[src/pfl_regs.vh]
/*
 Register map, field positions, reset values and timing constants of the
 fan loop setup block. Included by the design file; definitions only.
*/
`ifndef PFL_REGS_VH
`define PFL_REGS_VH

// ----------------------------------------------------------------
// Register offsets
// ----------------------------------------------------------------
`define PFL_ADDR_FILTER     8'h32
`define PFL_ADDR_SHUT1      8'h33
`define PFL_ADDR_SHUT2      8'h34
`define PFL_ADDR_BIND       8'h35
`define PFL_ADDR_FLOOR_HYST 8'h36
`define PFL_ADDR_TGT1       8'h37
`define PFL_ADDR_TGT2       8'h38
`define PFL_ADDR_OFF1       8'h39
`define PFL_ADDR_OFF2       8'h3a
`define PFL_ADDR_PGAIN      8'h3b
`define PFL_ADDR_IGAIN      8'h3c
`define PFL_ADDR_EXP        8'h3d

// ----------------------------------------------------------------
// Reset values and writable masks
// ----------------------------------------------------------------
`define PFL_RST_ZERO        8'h00
`define PFL_RST_BIND        8'h30
`define PFL_RST_OFF         8'h80
`define PFL_MASK_FILTER     8'h77
`define PFL_MASK_SHUT       8'hf8
`define PFL_MASK_EXP        8'h0f
`define PFL_OFF_DISABLED    8'h80

// ----------------------------------------------------------------
// Field positions
// ----------------------------------------------------------------
`define PFL_FC1_RANGE       2:0
`define PFL_FC2_RANGE       6:4
`define PFL_SHUT_RANGE      7:3
`define PFL_HYST_RANGE      3:0
`define PFL_FLOOR_RANGE     7:4
`define PFL_ICE_RANGE       1:0
`define PFL_PCE_RANGE       3:2
`define PFL_B_LOOP_USES_ZONE1         0
`define PFL_B_LOOP_USES_ZONE2         1
`define PFL_B_OUT1_PI       2
`define PFL_B_OUT2_PI       3
`define PFL_B_T1_Z1         4
`define PFL_B_T2_Z2         5
`define PFL_B_T3_Z1         6
`define PFL_B_T4_Z2         7

// ----------------------------------------------------------------
// Duty scaling and timing
// ----------------------------------------------------------------
`define PFL_DUTY_FULL       9'h100
`define PFL_FILT_FRAC       7
`define PFL_PI_FRAC         4
`define PFL_CLK_PERIOD_NS   5
`define PFL_FILT_TICK_US    16333
`define PFL_PI_TICK_US      250000

`endif

[src/pfl_fan_loop.v]
/*
 PI fan loop setup block: configuration registers, per-output IIR smoothing
 of low-resolution duty sources with shutoff threshold, PI controller bound
 to zones 1/2, lookup-table zone routing and two PWM fan outputs.
 Assumes a byte register port in the core_clk domain and temperature and
 table duty inputs already synchronous to core_clk.
*/
`default_nettype none
`include "pfl_regs.vh"

// Function
// - Each output has a 3-bit smoothing code; zero bypasses its low-resolution filter.
// - Codes 001..111 give settling from about 0.098 s to 6.272 s, doubling.
// - Cutoff field bits 7:3 times eight is the 9-bit duty threshold.
// - Filtered duty below threshold zeroes that output's filtered duty; routed loop duty still applies.
// - When the filter is bypassed, the cutoff threshold is ignored too.
// - Bindings bits 0 and 1 attach the loop to zone 1 and zone 2.
// - Bindings bits 2 and 3 route loop duty to fan outputs 1 and 2.
// - Bits 7:4 pick zone 1/2 over zone 3/4 for tables; reset 30h.
// - Hysteresis field bits 3:0 gives a band in 0.5 degree steps.
// - Floor field bits 7:4 sets minimum loop duty in 6.25% steps.
// - Loop holds hotter bound zone between its target and target minus hysteresis.
// - At or below the hotter bound zone's off temperature loop duty is zero; 80h disables.
// - Integral gain is scaled by signed exponent in bits 1:0, -2..+1.
// - Proportional gain is scaled by signed exponent in bits 3:2, -2..+1.
// - Reported duty is upper eight bits of the max of bound sources.
module pfl_fan_loop #(
  parameter integer FILT_TICK_CYC = (`PFL_FILT_TICK_US * 1000) / `PFL_CLK_PERIOD_NS,
  parameter integer PI_TICK_CYC   = (`PFL_PI_TICK_US * 1000) / `PFL_CLK_PERIOD_NS,
  parameter integer PWM_DIV       = 8
) (
  input  wire       core_clk,
  input  wire       rst,
  input  wire [7:0] reg_addr,
  input  wire       reg_wr,
  input  wire [7:0] reg_wdata,
  output reg  [7:0] reg_rdata,
  input  wire [7:0] zone1_temp,
  input  wire [7:0] zone2_temp,
  input  wire [7:0] zone3_temp,
  input  wire [7:0] zone4_temp,
  input  wire [8:0] out1_lowres_duty,
  input  wire [8:0] out2_lowres_duty,
  output reg  [7:0] table1_temp,
  output reg  [7:0] table2_temp,
  output reg  [7:0] table3_temp,
  output reg  [7:0] table4_temp,
  output reg  [7:0] out1_duty_report,
  output reg  [7:0] out2_duty_report,
  output reg  [8:0] loop_duty,
  output reg        fan_output_1,
  output reg        fan_output_2
);

  // ----------------------------------------------------------------
  // Configuration registers
  // ----------------------------------------------------------------
  reg [7:0] duty_filter_coefficients;
  reg [7:0] output1_shutoff_threshold;
  reg [7:0] output2_shutoff_threshold;
  reg [7:0] controller_source_bindings;
  reg [7:0] loop_floor_and_hysteresis;
  reg [7:0] zone1_target_temp;
  reg [7:0] zone2_target_temp;
  reg [7:0] zone1_off_temp;
  reg [7:0] zone2_off_temp;
  reg [7:0] proportional_gain;
  reg [7:0] integral_gain;
  reg [7:0] gain_exponents;

  always @(posedge core_clk) begin
    if (rst) begin
      duty_filter_coefficients   <= `PFL_RST_ZERO;
      output1_shutoff_threshold  <= `PFL_RST_ZERO;
      output2_shutoff_threshold  <= `PFL_RST_ZERO;
      controller_source_bindings <= `PFL_RST_BIND;
      loop_floor_and_hysteresis  <= `PFL_RST_ZERO;
      zone1_target_temp          <= `PFL_RST_ZERO;
      zone2_target_temp          <= `PFL_RST_ZERO;
      zone1_off_temp             <= `PFL_RST_OFF;
      zone2_off_temp             <= `PFL_RST_OFF;
      proportional_gain          <= `PFL_RST_ZERO;
      integral_gain              <= `PFL_RST_ZERO;
      gain_exponents             <= `PFL_RST_ZERO;
    end else if (reg_wr) begin
      case (reg_addr)
        `PFL_ADDR_FILTER:     duty_filter_coefficients <= reg_wdata & `PFL_MASK_FILTER;
        `PFL_ADDR_SHUT1:      output1_shutoff_threshold <= reg_wdata & `PFL_MASK_SHUT;
        `PFL_ADDR_SHUT2:      output2_shutoff_threshold <= reg_wdata & `PFL_MASK_SHUT;
        `PFL_ADDR_BIND:       controller_source_bindings <= reg_wdata;
        `PFL_ADDR_FLOOR_HYST: loop_floor_and_hysteresis <= reg_wdata;
        `PFL_ADDR_TGT1:       zone1_target_temp <= reg_wdata;
        `PFL_ADDR_TGT2:       zone2_target_temp <= reg_wdata;
        `PFL_ADDR_OFF1:       zone1_off_temp <= reg_wdata;
        `PFL_ADDR_OFF2:       zone2_off_temp <= reg_wdata;
        `PFL_ADDR_PGAIN:      proportional_gain <= reg_wdata;
        `PFL_ADDR_IGAIN:      integral_gain <= reg_wdata;
        `PFL_ADDR_EXP:        gain_exponents <= reg_wdata & `PFL_MASK_EXP;
        default:              ;
      endcase
    end
  end

  // Read data is combinational so a read sees the value in the same cycle
  always @* begin
    case (reg_addr)
      `PFL_ADDR_FILTER:     reg_rdata = duty_filter_coefficients;
      `PFL_ADDR_SHUT1:      reg_rdata = output1_shutoff_threshold;
      `PFL_ADDR_SHUT2:      reg_rdata = output2_shutoff_threshold;
      `PFL_ADDR_BIND:       reg_rdata = controller_source_bindings;
      `PFL_ADDR_FLOOR_HYST: reg_rdata = loop_floor_and_hysteresis;
      `PFL_ADDR_TGT1:       reg_rdata = zone1_target_temp;
      `PFL_ADDR_TGT2:       reg_rdata = zone2_target_temp;
      `PFL_ADDR_OFF1:       reg_rdata = zone1_off_temp;
      `PFL_ADDR_OFF2:       reg_rdata = zone2_off_temp;
      `PFL_ADDR_PGAIN:      reg_rdata = proportional_gain;
      `PFL_ADDR_IGAIN:      reg_rdata = integral_gain;
      `PFL_ADDR_EXP:        reg_rdata = gain_exponents;
      default:              reg_rdata = `PFL_RST_ZERO;
    endcase
  end

  // ----------------------------------------------------------------
  // Helpers
  // ----------------------------------------------------------------
  function [8:0] max9;
    input [8:0] a;
    input [8:0] b;
    begin
      max9 = (a > b) ? a : b;
    end
  endfunction

  // Signed exponent: 10b=-2, 11b=-1, 00b=0, 01b=+1
  function signed [23:0] exp_scale;
    input signed [23:0] v;
    input        [1:0]  e;
    begin
      case (e)
        2'b01:   exp_scale = v <<< 1;
        2'b11:   exp_scale = v >>> 1;
        2'b10:   exp_scale = v >>> 2;
        default: exp_scale = v;
      endcase
    end
  endfunction

  // ----------------------------------------------------------------
  // Lookup-table zone routing
  // ----------------------------------------------------------------
  always @(posedge core_clk) begin
    if (rst) begin
      table1_temp <= `PFL_RST_ZERO;
      table2_temp <= `PFL_RST_ZERO;
      table3_temp <= `PFL_RST_ZERO;
      table4_temp <= `PFL_RST_ZERO;
    end else begin
      table1_temp <= controller_source_bindings[`PFL_B_T1_Z1] ? zone1_temp : zone3_temp;
      table2_temp <= controller_source_bindings[`PFL_B_T2_Z2] ? zone2_temp : zone4_temp;
      table3_temp <= controller_source_bindings[`PFL_B_T3_Z1] ? zone1_temp : zone3_temp;
      table4_temp <= controller_source_bindings[`PFL_B_T4_Z2] ? zone2_temp : zone4_temp;
    end
  end

  // ----------------------------------------------------------------
  // Low-resolution smoothing and shutoff
  // ----------------------------------------------------------------
  // Update tick: settling takes about three time constants of 2^code ticks,
  // so each code step doubles the settling interval.
  reg [31:0] filt_cnt;
  wire       filt_tick = (filt_cnt == FILT_TICK_CYC - 1);

  always @(posedge core_clk) begin
    if (rst || filt_tick) begin
      filt_cnt <= 32'h0000_0000;
    end else begin
      filt_cnt <= filt_cnt + 32'h0000_0001;
    end
  end

  wire [2:0] out1_smoothing_code = duty_filter_coefficients[`PFL_FC1_RANGE];
  wire [2:0] out2_smoothing_code = duty_filter_coefficients[`PFL_FC2_RANGE];
  wire [4:0] out1_cutoff_level   = output1_shutoff_threshold[`PFL_SHUT_RANGE];
  wire [4:0] out2_cutoff_level   = output2_shutoff_threshold[`PFL_SHUT_RANGE];

  reg  [15:0] filt1_acc;
  reg  [15:0] filt2_acc;
  wire signed [16:0] diff1 = $signed({1'b0, out1_lowres_duty, 7'h00}) - $signed({1'b0, filt1_acc});
  wire signed [16:0] diff2 = $signed({1'b0, out2_lowres_duty, 7'h00}) - $signed({1'b0, filt2_acc});
  wire signed [16:0] step1 = diff1 >>> out1_smoothing_code;
  wire signed [16:0] step2 = diff2 >>> out2_smoothing_code;

  always @(posedge core_clk) begin
    if (rst) begin
      filt1_acc <= 16'h0000;
      filt2_acc <= 16'h0000;
    end else begin
      if (out1_smoothing_code == 3'h0) begin
        filt1_acc <= {out1_lowres_duty, 7'h00};
      end else if (filt_tick) begin
        filt1_acc <= filt1_acc + step1[15:0];
      end
      if (out2_smoothing_code == 3'h0) begin
        filt2_acc <= {out2_lowres_duty, 7'h00};
      end else if (filt_tick) begin
        filt2_acc <= filt2_acc + step2[15:0];
      end
    end
  end

  wire [8:0] filt1_duty = filt1_acc[15:`PFL_FILT_FRAC];
  wire [8:0] filt2_duty = filt2_acc[15:`PFL_FILT_FRAC];
  wire [8:0] thresh1    = {1'b0, out1_cutoff_level, 3'h0};
  wire [8:0] thresh2    = {1'b0, out2_cutoff_level, 3'h0};
  // A bypassed filter also disables its threshold
  wire cut1 = (out1_smoothing_code != 3'h0) && (filt1_duty < thresh1);
  wire cut2 = (out2_smoothing_code != 3'h0) && (filt2_duty < thresh2);
  wire [8:0] low1 = cut1 ? 9'h000 : filt1_duty;
  wire [8:0] low2 = cut2 ? 9'h000 : filt2_duty;

  // ----------------------------------------------------------------
  // PI controller
  // ----------------------------------------------------------------
  wire loop_uses_zone1   = controller_source_bindings[`PFL_B_LOOP_USES_ZONE1];
  wire loop_uses_zone2   = controller_source_bindings[`PFL_B_LOOP_USES_ZONE2];
  wire out1_follows_loop = controller_source_bindings[`PFL_B_OUT1_PI];
  wire out2_follows_loop = controller_source_bindings[`PFL_B_OUT2_PI];
  wire [3:0] loop_hysteresis   = loop_floor_and_hysteresis[`PFL_HYST_RANGE];
  wire [3:0] loop_duty_floor   = loop_floor_and_hysteresis[`PFL_FLOOR_RANGE];
  wire [1:0] integral_exponent     = gain_exponents[`PFL_ICE_RANGE];
  wire [1:0] proportional_exponent = gain_exponents[`PFL_PCE_RANGE];

  // Hotter bound zone and its own target and off temperature
  wire pick_z2 = loop_uses_zone2 &&
                 (!loop_uses_zone1 || ($signed(zone2_temp) > $signed(zone1_temp)));
  wire [7:0] hot_temp = pick_z2 ? zone2_temp : zone1_temp;
  wire [7:0] hot_tgt  = pick_z2 ? zone2_target_temp : zone1_target_temp;
  wire [7:0] hot_off  = pick_z2 ? zone2_off_temp : zone1_off_temp;
  wire loop_active    = loop_uses_zone1 || loop_uses_zone2;
  wire off_hit = (hot_off != `PFL_OFF_DISABLED) && ($signed(hot_temp) <= $signed(hot_off));

  // Error in half-degree units; zero inside the hysteresis band
  wire signed [10:0] t_half   = $signed({hot_temp[7], hot_temp, 2'b00}) >>> 1;
  wire signed [10:0] tgt_half = $signed({hot_tgt[7], hot_tgt, 2'b00}) >>> 1;
  wire signed [10:0] low_half = tgt_half - $signed({7'h00, loop_hysteresis});
  reg  signed [10:0] err;

  always @* begin
    if (t_half > tgt_half) begin
      err = t_half - tgt_half;
    end else if (t_half < low_half) begin
      err = t_half - low_half;
    end else begin
      err = 11'sh000;
    end
  end

  wire signed [19:0] p_raw = $signed({1'b0, proportional_gain}) * err;
  wire signed [19:0] i_raw = $signed({1'b0, integral_gain}) * err;
  wire signed [23:0] p_term = exp_scale({{4{p_raw[19]}}, p_raw}, proportional_exponent);
  wire signed [23:0] i_term = exp_scale({{4{i_raw[19]}}, i_raw}, integral_exponent);
  wire signed [23:0] int_max = $signed({11'h000, `PFL_DUTY_FULL, 4'h0});

  reg  signed [23:0] integ;
  wire signed [23:0] integ_sum = integ + i_term;
  wire signed [23:0] next_integ = (integ_sum < 24'sh00_0000) ? 24'sh00_0000 :
                                  (integ_sum > int_max) ? int_max : integ_sum;
  wire signed [23:0] pi_sum  = (p_term + next_integ) >>> `PFL_PI_FRAC;
  wire [8:0] floor_duty = {1'b0, loop_duty_floor, 4'h0};
  wire [8:0] raw_duty   = (pi_sum < 24'sh00_0000) ? 9'h000 :
                          (pi_sum > $signed({15'h0000, `PFL_DUTY_FULL})) ? `PFL_DUTY_FULL :
                          pi_sum[8:0];
  wire [8:0] next_loop_duty = max9(raw_duty, floor_duty);

  reg [31:0] pi_cnt;
  wire       pi_tick = (pi_cnt == PI_TICK_CYC - 1);

  always @(posedge core_clk) begin
    if (rst || pi_tick) begin
      pi_cnt <= 32'h0000_0000;
    end else begin
      pi_cnt <= pi_cnt + 32'h0000_0001;
    end
  end

  // Integral is cleared while idle or off so the loop restarts without windup
  always @(posedge core_clk) begin
    if (rst) begin
      integ     <= 24'sh00_0000;
      loop_duty <= 9'h000;
    end else if (!loop_active || off_hit) begin
      integ     <= 24'sh00_0000;
      loop_duty <= 9'h000;
    end else if (pi_tick) begin
      integ     <= next_integ;
      loop_duty <= next_loop_duty;
    end
  end

  // ----------------------------------------------------------------
  // Output combine and PWM
  // ----------------------------------------------------------------
  wire [8:0] duty1 = max9(low1, out1_follows_loop ? loop_duty : 9'h000);
  wire [8:0] duty2 = max9(low2, out2_follows_loop ? loop_duty : 9'h000);

  reg [15:0] pwm_div_cnt;
  reg [7:0]  pwm_phase;
  wire       pwm_step = (pwm_div_cnt == PWM_DIV - 1);

  always @(posedge core_clk) begin
    if (rst) begin
      pwm_div_cnt      <= 16'h0000;
      pwm_phase        <= 8'h00;
      out1_duty_report <= 8'h00;
      out2_duty_report <= 8'h00;
      fan_output_1     <= 1'b0;
      fan_output_2     <= 1'b0;
    end else begin
      pwm_div_cnt      <= pwm_step ? 16'h0000 : pwm_div_cnt + 16'h0001;
      pwm_phase        <= pwm_step ? pwm_phase + 8'h01 : pwm_phase;
      out1_duty_report <= duty1[8:1];
      out2_duty_report <= duty2[8:1];
      fan_output_1     <= ({1'b0, pwm_phase} < duty1);
      fan_output_2     <= ({1'b0, pwm_phase} < duty2);
    end
  end

endmodule // pfl_fan_loop
`default_nettype wire

[config.mk]
export PLATFORM = sky130hd
export DESIGN_NAME = pfl_fan_loop
export DESIGN_NICKNAME = d
export VERILOG_FILES = /design/src/pfl_fan_loop.v
export VERILOG_INCLUDE_DIRS = /design/src
export SDC_FILE = /design/constraint.sdc
export NUM_CORES = 2
export LEC_CHECK = 0
export ABC_CLOCK_PERIOD_IN_PS = 21600
export BUFFER_PORTS_ARGS = -buffer_cell sky130_fd_sc_hd__buf_2
export CORE_MARGIN = 1.5
export CORE_UTILIZATION = 50
export DETAILED_ROUTE_END_ITERATION = 7
export PLACE_DENSITY = 0.79
export SYNTH_ARGS = -nofsm -noshare
export SYNTH_HDL_FRONTEND = slang
export SYNTH_SLANG_ARGS = --single-unit
[constraint.sdc]
create_clock -name core_clk -period 21.6 [get_ports core_clk]
set_input_delay 2.16 -clock core_clk [delete_from_list [all_inputs] [get_ports core_clk]]
set_output_delay 2.16 -clock core_clk [all_outputs]
set_load 0.01 [all_outputs]
==> results.toml <==
[run_status]
status = "finished, final reports clean"

[synth]
netlist_area_sq_um = 28400
synth_seq_cells = 286
ys_types = 95
synth_seq_area_share = 0.202
synth-edff-count = 0
async_reset_ff_frac = 0
synthTopCellsByArea = "dfxtp_1 20%, ha_1 12%, fa_1 11%, mux2i_1 5.0%, nand2_1 4.9%"
syn_avg_cell_area_sq_um = 7.91
synth_top_area_share = 0.202
synth_largest_area_cell = "dfxtp_1"
synth_flop_cell = "dfxtp_1"
yosysWarnings = 0
syn_inst = 3589

[route]
wire_per_inst_um = 17.2
final_antenna_net_count = 0
top_layer_used = "met4"
drt_wl_total_um = 76200
wl_met3_um = 5980
drtIter0Drc = 2082
via_per_inst = 5.83
wl_met2_um = 34800
drtPass1Iterations = 6
wl_met1_um = 32400
num_vias = 25800
route.detailed.drc = 0

[place]
routabilityCongestion = 0.942
io_buffer_count = 135
dpl_worst_slack_ns = 0.706
hpwl_um = 58300

[sta]
worst_slack_ns = 1.34
finalSetupViolCount = 0
maxSlewViolCount = 0
maxSlewHeadroom = 0.213
grt_setup_unrepaired = "no"
fmax_mhz = 49.4
worst-slew-pin-transition_ns = 1.17
hold_viol = 0
tns_ns = 0
period_needed_ns = 20.26
finClkSkew_ns = 0.0158
fin_crit_sh = 0.938

[global_route]
grt_max_degree = 70
grt-ovfl-total = 0
track_usage = 0.259
grt_pass1_vias = 24400
grt_pass1_wl_um = 123000
antenna_found_initial = 2

[critical_path]
arrival_ns = 20.69
worst_setup_path_end_kind = "flop"
cp_slowest_stage_delay_ns = 0.77
critPathLaunchType = "input pin"
worstSetupPathType = "in -> reg"
cp_max_fo = 10
path_common_cell = "a21oi_1"
required_ns = 22.03
crit_slowest_cell = "or4_1"

[final_layout]
fin_nets = 4115
drive_gt1_frac = 0.0891
fillers = 5117
area_delta_synth_final_pct = 9.13

[clocking]
cts_tree = "built"
clk_latency_ns = 0.56
root_buffer = "clkbuf_16"
ctsHoldBuffers = 0
numCtsBuffers = 36
path_clk_slew_ns = 0.06
htreeDepth = 2
clock_sinks = 286
clock_path_buffers = 3

[pwr]
peakVddDrop_mv = 0.0477
finalPower_w = 0.00139
p_per_area_nw_per_um2 = 44.9
leakage_nw = 14.0

[floorplanning]
coreArea_sq_um = 56300
die_h_um = 241
die-width_um = 241
io_pins = 136
die-area_sq_um = 58200
start_util = 0.505
placement_rows = 87

[hold_path]
min_path_type = "reg -> reg"

[flow_run]
max_cap_violations = 0
## layer usage
| metal | vias up | track usage |
|---|---|---|
| met5 | - | 0 |
| met4 | 0 | 0.103 |
| met3 | 196 | 0.0389 |
| met2 | 1002 | 0.428 |
| met1 | 12100 | 0.340 |
| li1 | 12400 | - |
## cells in the mapped netlist, drive strengths merged, types with 61 or more instances
| master | number |
|---|---|
| nand2 | 375 |
| inv | 332 |
| nor2 | 329 |
| dfxtp | 286 |
| a21oi | 281 |
| ha | 264 |
| nand3 | 162 |
| clkbuf | 153 |
| fa | 149 |
| mux2i | 143 |
| o21ai | 116 |
| and2 | 111 |
| xnor2 | 109 |
| xor2 | 92 |
| a21o | 61 |
## through the flow
| stage | std cells | hold slack, ns | utilization | cell area [sq um] |
|---|---|---|---|---|
| 2_1_floorplan | 3598 | 0.418 | - | 28400 |
| 3_3_place_gp | 4348 | 0.429 | 0.527 | 29600 |
| 3_5_place_dp | 4348 | 0.441 | 0.527 | 29600 |
| 4_1_cts | 4412 | 0.456 | 0.549 | 30900 |
| 5_1_grt | 4417 | 0.477 | 0.550 | 31000 |
| 6_report | 4420 | 0.456 | 0.551 | 31000 |
## critical path: cells and delay by family
kind | cells | cell delay (ns)
buffers and inverters | 6 | 0.52
and+or+nand+nor | 18 | 4.06
xor gates and xnor gates | 3 | 0.52
AOI/OAI and AO/OA | 42 | 8.05
adders and majority gates | 12 | 4.48
muxes | 3 | 0.86
## state kept, by name, summed over array words and instances (netlist names), 9 cells and up
signal / count
filt1_acc: 16
filt2_acc: 16
filt_cnt: 32
integ: 23
loop_duty: 9
pi_cnt: 32
pwm_div_cnt: 16
## where the power goes
| group | switching, W | internal (W) |
|---|---|---|
| clock | 0.000253 | 0.000394 |
| combinational | 0.000124 | 0.0000794 |
| sequential | 0.00000547 | 0.000536 |
## cell type report
cell class	instances	area, sq um	area share
multi-input cells	2806	20800	0.672
flip-flops and latches	286	5730	0.185
inverters	332	1250	0.0402
clock buffers	47	1050	0.0340
repair buffers	171	948	0.0306
well taps	756	946	0.0305
clock inverters	17	215	0.00695
diodes	5	12.5	0.000404
## timing repair
| item | 4_1_cts | 5_1_grt |
|---|---|---|
| resized for setup | 0 | 6 |
| setup buffers | 0 | 3 |
| setup endpoints to repair | 0 | 8 |
## logic make-up (layout without fill, tap and decap cells)
group / count (synthesis) / after routing / share of synthesized area
multiplexers: 184 / 184 / 0.0687
adder cells (fa/ha/maj): 413 / 413 / 0.221
AND/OR/NAND/NOR: 1262 / 1262 / 0.211
buffers and inverters: 506 / 567 / 0.0676
AO/OA/AOI/OAI: 736 / 736 / 0.167
XOR/XNOR: 201 / 201 / 0.0623
other: 1 / 15 / 0.000132
flip-flops: 286 / 286 / 0.202
## worst paths after layout
kind / startpoint / to / slack, ns / cells after the start
worst min register to register: filt_cnt[0] / filt_cnt[0] / 0.46 / 1
worst min-delay path: filt_cnt[0] / filt_cnt[0] / 0.46 / 1
worst max register to register: controller_source_bindings[0] / loop_duty[4] / 3.70 / 76
worst max-delay path: zone1_temp[1] / loop_duty[4] / 1.34 / 84
## cells in the final DEF (no fill, tap or decap), types with 13 or more instances in the layout
cell / count
nand4_1: 37
buf_2: 134
or3_1: 25
a211oi_1: 34
nor2b_1: 20
o21bai_1: 27
nor3_1: 45
mux2i_1: 143
mux2_2: 36
a31oi_1: 25
inv_1: 326
and3_1: 57
nand2b_1: 30
xnor2_1: 108
o21a_1: 37
nand3_1: 162
fa_1: 149
nor2_1: 328
a22oi_1: 18
nand2_1: 374
a22o_1: 13
o21ai_0: 101
clkbuf_16: 37
xor2_1: 91
a21o_1: 61
and2_1: 110
ha_1: 264
a21oi_1: 276
buf_4: 37
dfxtp_1: 286
o211ai_1: 13
nor4_1: 24
Power figures use the tool's default switching activity.
